===== config.mk =====
export PLATFORM = sky130hd
export DESIGN_NAME = async_serial_adaptor_core
export DESIGN_NICKNAME = d
export VERILOG_FILES = /design/src/design/serial_adaptor_pkg.sv /design/src/design/word_buf2.sv /design/src/design/async_serial_adaptor_core.sv
export SDC_FILE = /design/constraint.sdc
export NUM_CORES = 1
export LEC_CHECK = 0
export BUFFER_PORTS_ARGS = -buffer_cell sky130_fd_sc_hd__buf_4
export CAP_MARGIN = 10
export CORE_MARGIN = 5
export CORE_UTILIZATION = 40
export CTS_CLUSTER_SIZE = 25
export DETAILED_ROUTE_END_ITERATION = 12
export HOLD_SLACK_MARGIN = 0.06
export PLACE_DENSITY = 0.62
export SLEW_MARGIN = 20
export SYNTH_ARGS = -nofsm -noshare
export SYNTH_HDL_FRONTEND = slang
export SYNTH_HIERARCHICAL = 1
export SYNTH_SLANG_ARGS = --single-unit

===== constraint.sdc =====
create_clock -name mclk -period 6 [get_ports mclk]
set_input_delay 1.8 -clock mclk [delete_from_list [all_inputs] [get_ports mclk]]
set_output_delay 1.8 -clock mclk [all_outputs]
set_load 0.02 [all_outputs]

===== src/design/serial_adaptor_pkg.sv =====
// Shared constants and carrier types for the serial adaptor core
package serial_adaptor_pkg;
    // Register select codes (reg_sel_hi, reg_sel_lo)
    localparam logic [1:0] SEL_DATA   = 2'h0;
    localparam logic [1:0] SEL_STATUS = 2'h1;
    localparam logic [1:0] SEL_CMD    = 2'h2;
    localparam logic [1:0] SEL_FMT    = 2'h3;
    // Status bit positions
    localparam int ST_PAR  = 0;
    localparam int ST_FRM  = 1;
    localparam int ST_OVR  = 2;
    localparam int ST_RXF  = 3;
    localparam int ST_TXE  = 4;
    localparam int ST_DCD  = 5;
    localparam int ST_DSR  = 6;
    localparam int ST_IRQ  = 7;
    // Command register fields
    localparam int CMD_DTR  = 0;
    localparam int CMD_RXID = 1;
    localparam int CMD_TXC  = 2;
    localparam int CMD_ECHO = 4;
    localparam int CMD_PAR  = 5;
    localparam logic [1:0] TXC_OFF   = 2'h0;
    localparam logic [1:0] TXC_IRQ   = 2'h1;
    localparam logic [1:0] TXC_ON    = 2'h2;
    localparam logic [1:0] TXC_BREAK = 2'h3;
    // Format register fields
    localparam int FMT_STOP = 7;
    localparam int FMT_WLEN = 5;
    // Reset values
    localparam logic [7:0] CMD_RST    = 8'h00;
    localparam logic [7:0] FMT_RST    = 8'h00;
    localparam logic [7:0] CMD_SWMASK = 8'hE0;
    // Oversampling
    localparam int OVS = 16;
    localparam logic [3:0] OVS_LAST = 4'hF;
    localparam logic [3:0] OVS_MID  = 4'h7;
    localparam logic [3:0] OVS_HALF = 4'h8;
    localparam logic [3:0] RXIRQ_PT = 4'h8;
    // Baud divider default: 25 MHz over 16x of 9600 baud
    localparam int CLK_HZ  = 25_000_000;
    localparam int BAUD_HZ = 9600;
    localparam int DIV16   = CLK_HZ / (BAUD_HZ * OVS);

    typedef struct packed {
        logic       valid;
        logic [7:0] data;
    } tx_word_t;

    typedef struct packed {
        logic [3:0] nbits;
        logic       par_en;
        logic       par_odd;
        logic       par_force;
        logic       par_level;
        logic [5:0] stop16;
    } fmt_t;
endpackage


===== src/design/word_buf2.sv =====
// Two-entry valid/ready buffer for received words
`timescale 1ns/1ps
module word_buf2 #(
    parameter int W = 8
) (
    input  wire logic         mclk,
    input  wire logic         nrst,
    input  wire logic         flush,
    input  wire logic         in_valid,
    output logic              in_ready,
    input  wire logic [W-1:0] in_data,
    output logic              out_valid,
    input  wire logic         out_ready,
    output logic [W-1:0]      out_data
);
    logic [W-1:0] mem_r [2];
    logic [W-1:0] mem_nxt [2];
    logic [1:0]   cnt_r, cnt_nxt;
    logic         rd_r, rd_nxt, wr_r, wr_nxt;
    logic         push, pop;

    assign in_ready  = (cnt_r != 2'h2);
    assign out_valid = (cnt_r != 2'h0);
    assign out_data  = mem_r[rd_r];
    assign push      = in_valid && in_ready;
    assign pop       = out_valid && out_ready;

    always_comb begin
        mem_nxt = mem_r;
        cnt_nxt = cnt_r;
        rd_nxt  = rd_r;
        wr_nxt  = wr_r;
        if (push) begin
            mem_nxt[wr_r] = in_data;
            wr_nxt = ~wr_r;
        end
        if (pop) begin
            rd_nxt = ~rd_r;
        end
        cnt_nxt = cnt_r + {1'b0, push} - {1'b0, pop};
        if (flush) begin
            cnt_nxt = 2'h0;
            rd_nxt  = 1'b0;
            wr_nxt  = 1'b0;
        end
    end

    always_ff @(posedge mclk) begin
        if (!nrst) begin
            cnt_r <= 2'h0;
            rd_r  <= 1'b0;
            wr_r  <= 1'b0;
        end else begin
            cnt_r <= cnt_nxt;
            rd_r  <= rd_nxt;
            wr_r  <= wr_nxt;
        end
        mem_r <= mem_nxt;
    end
endmodule


===== src/design/async_serial_adaptor_core.sv =====
// Asynchronous serial adaptor core: bus registers, transmitter, receiver, modem lines
// Functional notes
// - error flags clear after read plus clean word
// - status bit 3 is receive full, read clears
// - status bit 4 transmit empty, write clears
// - bits 5,6 mirror carrier and ready inputs
// - bit 7 interrupt pending, status read clears
// - command bits 2,3 set RTS; RTS high stops transmit
// - DTR low when command bit 0 set
// - CTS negated abandons word, holding word kept
// - DSR edge interrupts once until status read
// - no carrier disables receiver, drops word
// - carrier edges interrupt; even changes ignored
// - access needs both selects and E high
// - status address write is software reset
// - idle transmitter loads written word immediately
// - unused upper data bits ignored
// - write during shifting held, latest kept
// - empty flag always; interrupt at start bit
// - unserviced empty re-interrupts each bit time
// - received word sets full; interrupt 9/16 stop
// - receiver turned off finishes current word
// - break gives one zero word, then waits
// - transmit control codes set interrupt, RTS, break
// - command bit 0 clear disables receiver, interrupts
`timescale 1ns/1ps
module async_serial_adaptor_core
    import serial_adaptor_pkg::*;
#(
    parameter int DIV = DIV16
) (
    input  wire logic       mclk,
    input  wire logic       nrst,
    input  wire logic       select_a,
    input  wire logic       select_b_n,
    input  wire logic       e_strobe,
    input  wire logic       rd_wr,
    input  wire logic       reg_sel_lo,
    input  wire logic       reg_sel_hi,
    input  wire logic [7:0] data_in,
    output logic [7:0]      data_out,
    output logic            data_oe,
    output logic            irq_n,
    input  wire logic       rxd,
    output logic            txd,
    output logic            rts_n,
    output logic            dtr_n,
    input  wire logic       cts_n,
    input  wire logic       dsr_n,
    input  wire logic       dcd_n
);
    typedef enum logic [1:0] {TX_IDLE, TX_SHIFT, TX_BRK} tx_state_t;
    typedef enum logic [1:0] {RX_IDLE, RX_START, RX_DATA, RX_WAIT} rx_state_t;

    // Two-flop synchronisers on rxd and the three modem inputs
    logic [3:0] sync1_r, sync2_r;
    always_ff @(posedge mclk) begin
        sync1_r <= {rxd, cts_n, dsr_n, dcd_n};
        sync2_r <= sync1_r;
    end
    logic rxd_s, cts_s, dsr_s, dcd_s;
    assign {rxd_s, cts_s, dsr_s, dcd_s} = sync2_r;

    // 16x tick divider
    logic [15:0] div_r, div_nxt;
    logic        tick;
    assign tick = (div_r == 16'(DIV - 1));
    always_comb div_nxt = tick ? 16'h0000 : div_r + 16'h0001;

    // Bus access: both selects and E high
    logic acc_r, acc_nxt, access, acc_start;
    logic [1:0] sel;
    assign access    = select_a && !select_b_n && e_strobe;
    assign acc_nxt   = access;
    assign acc_start = access && !acc_r;
    assign sel       = {reg_sel_hi, reg_sel_lo};
    logic wr_data, wr_stat, wr_cmd, wr_fmt, rd_data, rd_stat;
    assign wr_data = acc_start && !rd_wr && sel == SEL_DATA;
    assign wr_stat = acc_start && !rd_wr && sel == SEL_STATUS;
    assign wr_cmd  = acc_start && !rd_wr && sel == SEL_CMD;
    assign wr_fmt  = acc_start && !rd_wr && sel == SEL_FMT;
    assign rd_data = acc_start && rd_wr && sel == SEL_DATA;
    assign rd_stat = acc_start && rd_wr && sel == SEL_STATUS;

    logic [7:0] cmd_r, cmd_nxt, fmt_r, fmt_nxt;
    logic [7:0] status;
    logic [1:0] txc;
    logic       dtr_on, txirq_en, rxirq_en, tx_allowed;
    assign txc        = cmd_r[CMD_TXC +: 2];
    assign dtr_on     = cmd_r[CMD_DTR];
    assign rxirq_en   = dtr_on && !cmd_r[CMD_RXID];
    assign txirq_en   = dtr_on && txc == TXC_IRQ;
    assign tx_allowed = (txc != TXC_OFF) && !cts_s;

    // Software reset clears command bits 4..0 only
    always_comb begin
        cmd_nxt = cmd_r;
        fmt_nxt = fmt_r;
        if (wr_cmd) cmd_nxt = data_in;
        if (wr_fmt) fmt_nxt = data_in;
        if (wr_stat) cmd_nxt = cmd_r & CMD_SWMASK;
    end

    // Format decode
    fmt_t f;
    always_comb begin
        f.nbits     = 4'h8 - {2'h0, fmt_r[FMT_WLEN +: 2]};
        f.par_en    = cmd_r[CMD_PAR];
        f.par_odd   = !cmd_r[CMD_PAR + 1];
        f.par_force = cmd_r[CMD_PAR + 2];
        f.par_level = !cmd_r[CMD_PAR + 1];
        if (!fmt_r[FMT_STOP])
            f.stop16 = 6'h10;
        else if (f.nbits == 4'h8 && f.par_en)
            f.stop16 = 6'h10;
        else if (f.nbits == 4'h5 && !f.par_en)
            f.stop16 = 6'h18;
        else
            f.stop16 = 6'h20;
    end

    // Transmitter
    tx_word_t  hold_r, hold_nxt;
    tx_state_t tx_st_r, tx_st_nxt;
    logic [10:0] tsh_r, tsh_nxt;
    logic [3:0]  tbit_r, tbit_nxt, tph_r, tph_nxt;
    logic [5:0]  tstop_r, tstop_nxt;
    logic        txd_r, txd_nxt, tx_ev, txe_r, txe_nxt;
    logic [7:0]  tmask;
    logic        tpar;
    assign tmask = 8'hFF >> (4'h8 - f.nbits);
    assign tpar  = f.par_force ? f.par_level : (^(hold_r.data & tmask)) ^ f.par_odd;

    always_comb begin
        hold_nxt  = hold_r;
        tx_st_nxt = tx_st_r;
        tsh_nxt   = tsh_r;
        tbit_nxt  = tbit_r;
        tph_nxt   = tph_r;
        tstop_nxt = tstop_r;
        txd_nxt   = txd_r;
        tx_ev     = 1'b0;
        txe_nxt   = txe_r;
        if (wr_data) begin
            hold_nxt = '{valid: 1'b1, data: data_in};
            txe_nxt  = 1'b0;
        end
        unique case (tx_st_r)
            TX_IDLE: begin
                txd_nxt = 1'b1;
                // Count first, so a load below restarts the bit phase
                if (tick) tph_nxt = tph_r + 4'h1;
                if (txc == TXC_BREAK && dtr_on && !cts_s) begin
                    tx_st_nxt = TX_BRK;
                end else if (hold_r.valid && tx_allowed && !wr_data) begin
                    // Load at once; start bit begins now
                    tsh_nxt   = {2'b11, tpar, hold_r.data & tmask};
                    hold_nxt.valid = 1'b0;
                    txe_nxt   = 1'b1;
                    tx_ev     = 1'b1;
                    txd_nxt   = 1'b0;
                    tbit_nxt  = 4'h0;
                    tph_nxt   = 4'h0;
                    tx_st_nxt = TX_SHIFT;
                end else if (tick && tph_r == OVS_LAST && tbit_r == 4'h0) begin
                    tx_ev = !hold_r.valid && txe_r;
                end
            end
            TX_SHIFT: begin
                if (!tx_allowed) begin
                    txd_nxt   = 1'b1;
                    tx_st_nxt = TX_IDLE;
                end else if (tick) begin
                    tph_nxt = tph_r + 4'h1;
                    if (tph_r == OVS_LAST) begin
                        tbit_nxt = tbit_r + 4'h1;
                        if (tbit_r < f.nbits) begin
                            txd_nxt = tsh_r[tbit_r[2:0]];
                        end else if (tbit_r == f.nbits && f.par_en) begin
                            txd_nxt = tsh_r[8];
                        end else begin
                            txd_nxt   = 1'b1;
                            tstop_nxt = 6'h00;
                            tbit_nxt  = 4'hF;
                        end
                    end
                    if (tbit_r == 4'hF) begin
                        // Stop time plus one extra sixteenth of mark
                        tstop_nxt = tstop_r + 6'h01;
                        if (tstop_r == f.stop16) begin
                            tx_st_nxt = TX_IDLE;
                            tph_nxt   = 4'h0;
                            tbit_nxt  = 4'h0;
                        end
                    end
                end
            end
            TX_BRK: begin
                txd_nxt = 1'b0;
                if (txc != TXC_BREAK || !dtr_on) begin
                    txd_nxt   = 1'b1;
                    tx_st_nxt = TX_IDLE;
                end
            end
            default: tx_st_nxt = TX_IDLE;
        endcase
    end

    // Receiver
    rx_state_t rx_st_r, rx_st_nxt;
    logic [7:0] rsh_r, rsh_nxt;
    logic [3:0] rbit_r, rbit_nxt, rph_r, rph_nxt;
    logic       rpar_r, rpar_nxt, rx_en, rx_done, rx_ev;
    logic       brk_wait_r, brk_wait_nxt;
    logic [2:0] rerr;
    logic       b_ready, b_valid, b_take;
    logic [10:0] b_out;
    logic [7:0] rx_holding_reg_r, rx_holding_reg_nxt;
    logic [2:0] err_r, err_nxt;
    logic       rxf_r, rxf_nxt, rd_seen_r, rd_seen_nxt;
    assign rx_en = dtr_on;

    always_comb begin
        rx_st_nxt    = rx_st_r;
        rsh_nxt      = rsh_r;
        rbit_nxt     = rbit_r;
        rph_nxt      = rph_r;
        rpar_nxt     = rpar_r;
        brk_wait_nxt = brk_wait_r;
        rx_done      = 1'b0;
        rerr         = 3'h0;
        if (tick) rph_nxt = rph_r + 4'h1;
        unique case (rx_st_r)
            RX_IDLE: begin
                if (brk_wait_r) begin
                    if (rxd_s) brk_wait_nxt = 1'b0;
                end else if (tick && rx_en && !rxd_s) begin
                    rph_nxt   = 4'h0;
                    rx_st_nxt = RX_START;
                end
            end
            RX_START: if (tick && rph_r == OVS_MID) begin
                // Short lows are glitches, not start bits
                rx_st_nxt = rxd_s ? RX_IDLE : RX_DATA;
                rph_nxt   = 4'h0;
                rbit_nxt  = 4'h0;
                rpar_nxt  = 1'b0;
                rsh_nxt   = 8'h00;
            end
            RX_DATA: if (tick && rph_r == OVS_LAST) begin
                rbit_nxt = rbit_r + 4'h1;
                if (rbit_r < f.nbits) begin
                    rsh_nxt[rbit_r[2:0]] = rxd_s;
                end else if (rbit_r == f.nbits && f.par_en) begin
                    rpar_nxt = rxd_s;
                end else begin
                    rx_st_nxt = RX_WAIT;
                    rph_nxt   = OVS_HALF;
                    rerr[ST_FRM] = !rxd_s;
                    rerr[ST_PAR] = f.par_en && !f.par_force &&
                                   ((^rsh_r) ^ rpar_r ^ f.par_odd);
                    brk_wait_nxt = !rxd_s && (rsh_r == 8'h00);
                end
            end
            RX_WAIT: if (tick && rph_r == RXIRQ_PT) begin
                rx_done   = 1'b1;
                rx_st_nxt = RX_IDLE;
            end
        endcase
        // Command-off lets a word finish; carrier loss drops it
        if (dcd_s) begin
            rx_st_nxt = RX_IDLE;
            rx_done   = 1'b0;
        end
    end

    logic [2:0] rerr_r, rerr_nxt;
    always_comb rerr_nxt = (rx_st_r == RX_DATA) ? rerr : rerr_r | rerr;

    // Overrun keeps the unread word; the newcomer is lost
    word_buf2 #(.W(11)) rx_buf (
        .mclk      (mclk),
        .nrst      (nrst),
        .flush     (wr_stat),
        .in_valid  (rx_done && !(rxf_r && !rd_data)),
        .in_ready  (b_ready),
        .in_data   ({rerr_r, rsh_r}),
        .out_valid (b_valid),
        .out_ready (b_take),
        .out_data  (b_out)
    );
    assign b_take = b_valid && (!rxf_r || rd_data);
    assign rx_ev  = rx_done;

    always_comb begin
        rx_holding_reg_nxt = rx_holding_reg_r;
        err_nxt     = err_r;
        rxf_nxt     = rxf_r;
        rd_seen_nxt = rd_seen_r || rd_data;
        if (rd_data) rxf_nxt = 1'b0;
        if (rx_done && (!b_ready || (rxf_r && !rd_data))) err_nxt[ST_OVR] = 1'b1;
        if (b_take) begin
            rx_holding_reg_nxt = b_out[7:0];
            rxf_nxt = 1'b1;
            // Sticky until a read is followed by a clean word
            err_nxt[ST_PAR] = b_out[8] | (err_r[ST_PAR] & !rd_seen_r);
            err_nxt[ST_FRM] = b_out[9] | (err_r[ST_FRM] & !rd_seen_r);
            if (rd_seen_r && !(rx_done && !b_ready)) err_nxt[ST_OVR] = 1'b0;
            rd_seen_nxt = 1'b0;
        end
        if (wr_stat) err_nxt[ST_OVR] = 1'b0;
    end

    // Modem change latch and interrupt
    logic dsr_lat_r, dsr_lat_nxt, dcd_lat_r, dcd_lat_nxt, irq_r, irq_nxt;
    always_comb begin
        dsr_lat_nxt = dsr_lat_r;
        dcd_lat_nxt = dcd_lat_r;
        irq_nxt     = irq_r;
        if (!irq_r) begin
            dsr_lat_nxt = dsr_s;
            dcd_lat_nxt = dcd_s;
        end
        if (rd_stat) irq_nxt = 1'b0;
        // A transmit or receive event wins over a clearing read in the same cycle
        if (dtr_on && !irq_r && (dsr_s != dsr_lat_r || dcd_s != dcd_lat_r))
            irq_nxt = 1'b1;
        if ((tx_ev && txirq_en) || (rx_ev && rxirq_en)) irq_nxt = 1'b1;
        if (!dtr_on) irq_nxt = 1'b0;
    end

    assign status = {irq_r, dsr_lat_r, dcd_lat_r, txe_r, rxf_r, err_r};

    always_ff @(posedge mclk) begin
        if (!nrst) begin
            div_r    <= 16'h0000;
            acc_r    <= 1'b0;
            cmd_r    <= CMD_RST;
            fmt_r    <= FMT_RST;
            hold_r   <= '0;
            tx_st_r  <= TX_IDLE;
            tsh_r    <= '1;
            tbit_r   <= 4'h0;
            tph_r    <= 4'h0;
            tstop_r  <= 6'h00;
            txd_r    <= 1'b1;
            txe_r    <= 1'b1;
            rx_st_r  <= RX_IDLE;
            rsh_r    <= 8'h00;
            rbit_r   <= 4'h0;
            rph_r    <= 4'h0;
            rpar_r   <= 1'b0;
            rerr_r   <= 3'h0;
            brk_wait_r <= 1'b0;
            rx_holding_reg_r <= 8'h00;
            err_r    <= 3'h0;
            rxf_r    <= 1'b0;
            rd_seen_r <= 1'b0;
            dsr_lat_r <= 1'b1;
            dcd_lat_r <= 1'b1;
            irq_r    <= 1'b0;
            data_out <= 8'h00;
        end else begin
            div_r    <= div_nxt;
            acc_r    <= acc_nxt;
            cmd_r    <= cmd_nxt;
            fmt_r    <= fmt_nxt;
            hold_r   <= hold_nxt;
            tx_st_r  <= tx_st_nxt;
            tsh_r    <= tsh_nxt;
            tbit_r   <= tbit_nxt;
            tph_r    <= tph_nxt;
            tstop_r  <= tstop_nxt;
            txd_r    <= txd_nxt;
            txe_r    <= txe_nxt;
            rx_st_r  <= rx_st_nxt;
            rsh_r    <= rsh_nxt;
            rbit_r   <= rbit_nxt;
            rph_r    <= rph_nxt;
            rpar_r   <= rpar_nxt;
            rerr_r   <= rerr_nxt;
            brk_wait_r <= brk_wait_nxt;
            rx_holding_reg_r <= rx_holding_reg_nxt;
            err_r    <= err_nxt;
            rxf_r    <= rxf_nxt;
            rd_seen_r <= rd_seen_nxt;
            dsr_lat_r <= dsr_lat_nxt;
            dcd_lat_r <= dcd_lat_nxt;
            irq_r    <= irq_nxt;
            if (acc_start && rd_wr) begin
                unique case (sel)
                    SEL_DATA:   data_out <= rx_holding_reg_r;
                    SEL_STATUS: data_out <= status;
                    SEL_CMD:    data_out <= cmd_r;
                    SEL_FMT:    data_out <= fmt_r;
                endcase
            end
        end
    end

    assign data_oe = access && rd_wr && acc_r;
    assign irq_n   = !irq_r;
    assign txd     = txd_r;
    assign rts_n   = (txc == TXC_OFF);
    assign dtr_n   = !dtr_on;
endmodule


=== Word-level counts from Yosys, hierarchy flattened ===
Cells that the tools add are included.

* Register bits after elaboration: 150
* Bits of input ports: 20
* Word-level logic and storage cells: 346

* $add $sub $neg: 10
* Magnitude comparators: 8
* Eq/ne operators: 46
* Shift operators: 1
* Muxes and demuxes: 118
* Bitwise logic cells: 16
* Reduce and logical (&&, ||, !) cells: 109

{| class="wikitable"
|+ Operators by type and width
! kind !! number
|-
| $mux 4 || 25
|-
| $logic_and 1x1->1 || 49
|-
| $mux 6 || 7
|-
| $mux 1 || 41
|-
| $mux 2 || 20
|-
| $ne 2x2->1 const B || 16
|-
| $pmux 8 s4 || 1
|-
| $mux 10 || 3
|-
| $mux 8 || 3
|-
| $pmux 4 s2 || 3
|-
| $bwmux 22 || 1
|-
| $eq 4x4->1 const B || 5
|-
| $logic_not 1->1 || 19
|-
| $add 16x1->16 const B || 1
|-
| $add 4x1->4 const B || 4
|-
| $eq 16x8->1 const B || 1
|-
| $pmux 8 s2 || 1
|-
| $reduce_xor 8->1 || 2
|-
| $ne 3x3->1 const B || 5
|-
| $reduce_and 5->1 || 3
|-
| $reduce_bool 2->1 || 7
|-
| $eq 2x2->1 const B || 6
|-
| $pmux 4 s3 || 1
|-
| $reduce_and 3->1 || 4
|-
| 46 further kinds || 80
|}

=== Logic depth before layout (Yosys ltp) ===
* Word-level depth: 14
* Mapped depth: 14
* Gate-level depth less buffers: 13

=== Hierarchy ===
Netlist, hierarchy kept.

{| class="wikitable"
|+ Modules (own cells, without submodules)
! module !! times used !! cells an instance !! area an instance (µm²) !! seq. area each (µm²)
|-
| async_serial_adaptor_core || 1 || 705 || 6323.6 || 2462.4
|-
| word_buf2 || 1 || 60 || 1066.0 || 740.7
|}

=== Worst setup path before layout ===
OpenSTA, ideal clock, no wires.

* Kind: input -> output
* Start point: input e_strobe
* End point: output data_oe
* Arrival time: 2345 ps
* Data required time: 4200 ps
* Setup slack: 1855 ps
* Stages on the path: 2
* Path buffers: 0
* Cell sequence: nand2_1 > nor3_1

* Longest elaborated chain between the ends: 3

{| class="wikitable"
|+ RTL lines
! element !! RTL line !! text
|-
| start: declaration || async_serial_adaptor_core.sv:36 || <nowiki>input wire logic e_strobe,</nowiki>
|-
| $logic_and 1x1->1 || async_serial_adaptor_core.sv:73 || <nowiki>assign access = select_a && !select_b_n && e_strobe;</nowiki>
|-
| $logic_and 1x1->1 (2 in a row) || async_serial_adaptor_core.sv:401 || <nowiki>assign data_oe = access && rd_wr && acc_r;</nowiki>
|-
| end: declaration || async_serial_adaptor_core.sv:42 || <nowiki>output logic data_oe,</nowiki>
|}

No other way between the ends.

=== Worst setup path in the final report ===
Ends and elaborated chain as after synthesis.

==> flow_summary.toml <==
[worst_setup_path]
worst-path-buf-inv = 2
cp_common_cell = "buf_4"
required_ps = 4200
crit_arrival_ps = 2270
rrSetupSlack_ps = 3150
cp_top_family = "buffers and inverters"
cp_cell_sequence = "buf_4 -> nand2_1 -> nor3_1 -> buf_4"
cp_slowest_cell = "nor3_1"
endpoint_kind = "output port"
path_max_fanout = 2
cpPeakStageDelay_ps = 170
crit_type = "in2out"
start_kind = "input port"

[global_routing]
grt_max_degree = 55
grt_pass1_vias = 5241
grt_overflow = 0
grt_pass1_wl_um = 27000
track_usage_pct = 15.6
antenna_found_initial = 0

[status]
status = "finished clean"

[route]
firstDrtPassIters = 5
num_vias = 5406
wirelength_um = 16200
vias_per_cell = 5.28
drc = 0
antenna_left = 0
drt_iter0_markers = 236
routedWlPerCell_um = 15.8

[timing]
fin_crit_sh_pct = 67.9
slew_headroom_pct = 32.4
rsz0062_at_grt = "no"
setup_viol = 0
fin_skew_ps = 10.7
period_minus_slack_ps = 4070
slew_viol_final = 0
fin_ws_ps = 1930
tns_ps = 0
tightest_slew_ps = 1010
hold_viol = 0
holdWs_ps = 328
fmax_mhz = 245

[place]
pre_cts_slack_ps = 1530
place_inst = 992
gp_congestion = 0.787
hpwlAfterDp_um = 11500
io_buffers = 32

[floorplanning]
core_um2 = 18000
die_area_um2 = 21100
num_rows = 49
start_util_pct = 40.7
die_y_um = 145
die-width_um = 145
io_pins = 33

[power_and_ir_drop]
ir_worst_vdd_v = 0.000198
p_sw_uw = 505
pwr-share-clk_pct = 50.3
swShare_pct = 23.6
p_comb_share_pct = 2.6
pwr-share-seq_pct = 47.1
leakage_uw = 0.00322
p_int_uw = 1630
powerDensity_nw_per_um2 = 259

[cts]
clk_latency_ps = 430
cts_hold_buf = 0
htree_num_levels = 4
cts_resized = 0
cts_root_buffer = "clkbuf_16"
clk_pin_slew_ps = 60
cts_tree = "yes"
cts_buffer_depth = 2
cts_setup_buffers = 0
cts.sinks = 147
cts-buffers-inserted = 17

[run]
drv_cap = 0

[synthesis]
syn_area_per_cell_um2 = 9.61
yosysWarnings = 6
synth_area_um2 = 7310
synth_fp_nets = 812
syn_inst = 761

[cells_and_area]
syn_to_final_growth_pct = 13.2
final_nets = 833
fin_util_pct = 46.1
antenna_cells = 0
instances_no_fill = 1024
drive_gt1_share_pct = 14.1

[min_path]
min_path_type = "reg2reg"
[layout make-up]
| type | count | area, µm² |
|---|---|---|
| repair buffers | 33 | 248 |
| flip-flops and latches | 147 | 3140 |
| clock inverters | 13 | 141 |
| well taps | 229 | 287 |
| clock buffers | 19 | 454 |
| fillers | 1707 | 9690 |
| inverters | 36 | 135 |
| multi-input cells | 547 | 3870 |
[power groups by stage]
stage | combinational (µW) | sequential (µW) | clock, µW
floorplan | 36.5 | 1030 | 0
global route | 62.5 | 1010 | 1140
finish | 56.5 | 1010 | 1080
CTS | 56.9 | 1010 | 1100
global placement | 56.3 | 1030 | 0
detailed placement | 56.7 | 1030 | 0
[registers in the layout, summed over array words and instances, names as in the netlist, 2 cells and up, named ones only]
signal / count
rx_buf/mem_r: 20
div_r: 16
hold_r: 9
tsh_r: 9
cmd_r: 8
data_out: 8
fmt_r: 8
rsh_r: 8
rx_holding_reg_r: 8
tstop_r: 6
rbit_r: 4
rph_r: 4
sync1_r: 4
sync2_r: 4
tbit_r: 4
tph_r: 4
err_r: 3
rx_buf/cnt_r: 2
tx_st_r: 2
[placed cells by master, fill, tap and decap left out, types with 11 or more instances in the layout]
master	n
xnor2_1	18
o211ai_1	12
ha_1	31
edfxtp_1	20
nand3_1	27
o21ai_0	23
buf_4	33
xor2_1	17
a21oi_1	34
inv_1	35
nand2_1	72
nor2b_1	11
clkbuf_16	18
nor2_1	92
mux2i_1	42
and2_1	11
nor3_1	17
dfxtp_1	127
[per-layer routing]
| layer | GRT usage [%] | part of all wire (%) | wire [µm] | vias up |
|---|---|---|---|---|
| li1 | - | - | - | 2726 |
| met1 | 20.3 | 46 | 7370 | 2546 |
| met2 | 25.5 | 49 | 7850 | 117 |
| met3 | 3.90 | 4.6 | 747 | 17 |
| met4 | 4.80 | 1.3 | 203 | 0 |
| met5 | 0 | 0 | 0 | - |
[final timing paths]
kind,cells past startpoint,from,end
setup / recovery,4,e_strobe,data_oe
hold / removal,0,sync1_r[3],sync2_r[3]
setup reg to reg,5,acc_r,rx_buf/mem_r[9]
hold reg to reg,0,sync1_r[3],sync2_r[3]
[metrics by stage]
stage / total power [µW] / cell area [µm²]
floorplan: 1060 / 7310
global placement: 1090 / 7680
detailed placement: 1090 / 7680
CTS: 2160 / 8280
global route: 2210 / 8280
finish: 2140 / 8280
Note: power is estimated with default switching activity, not from simulation.
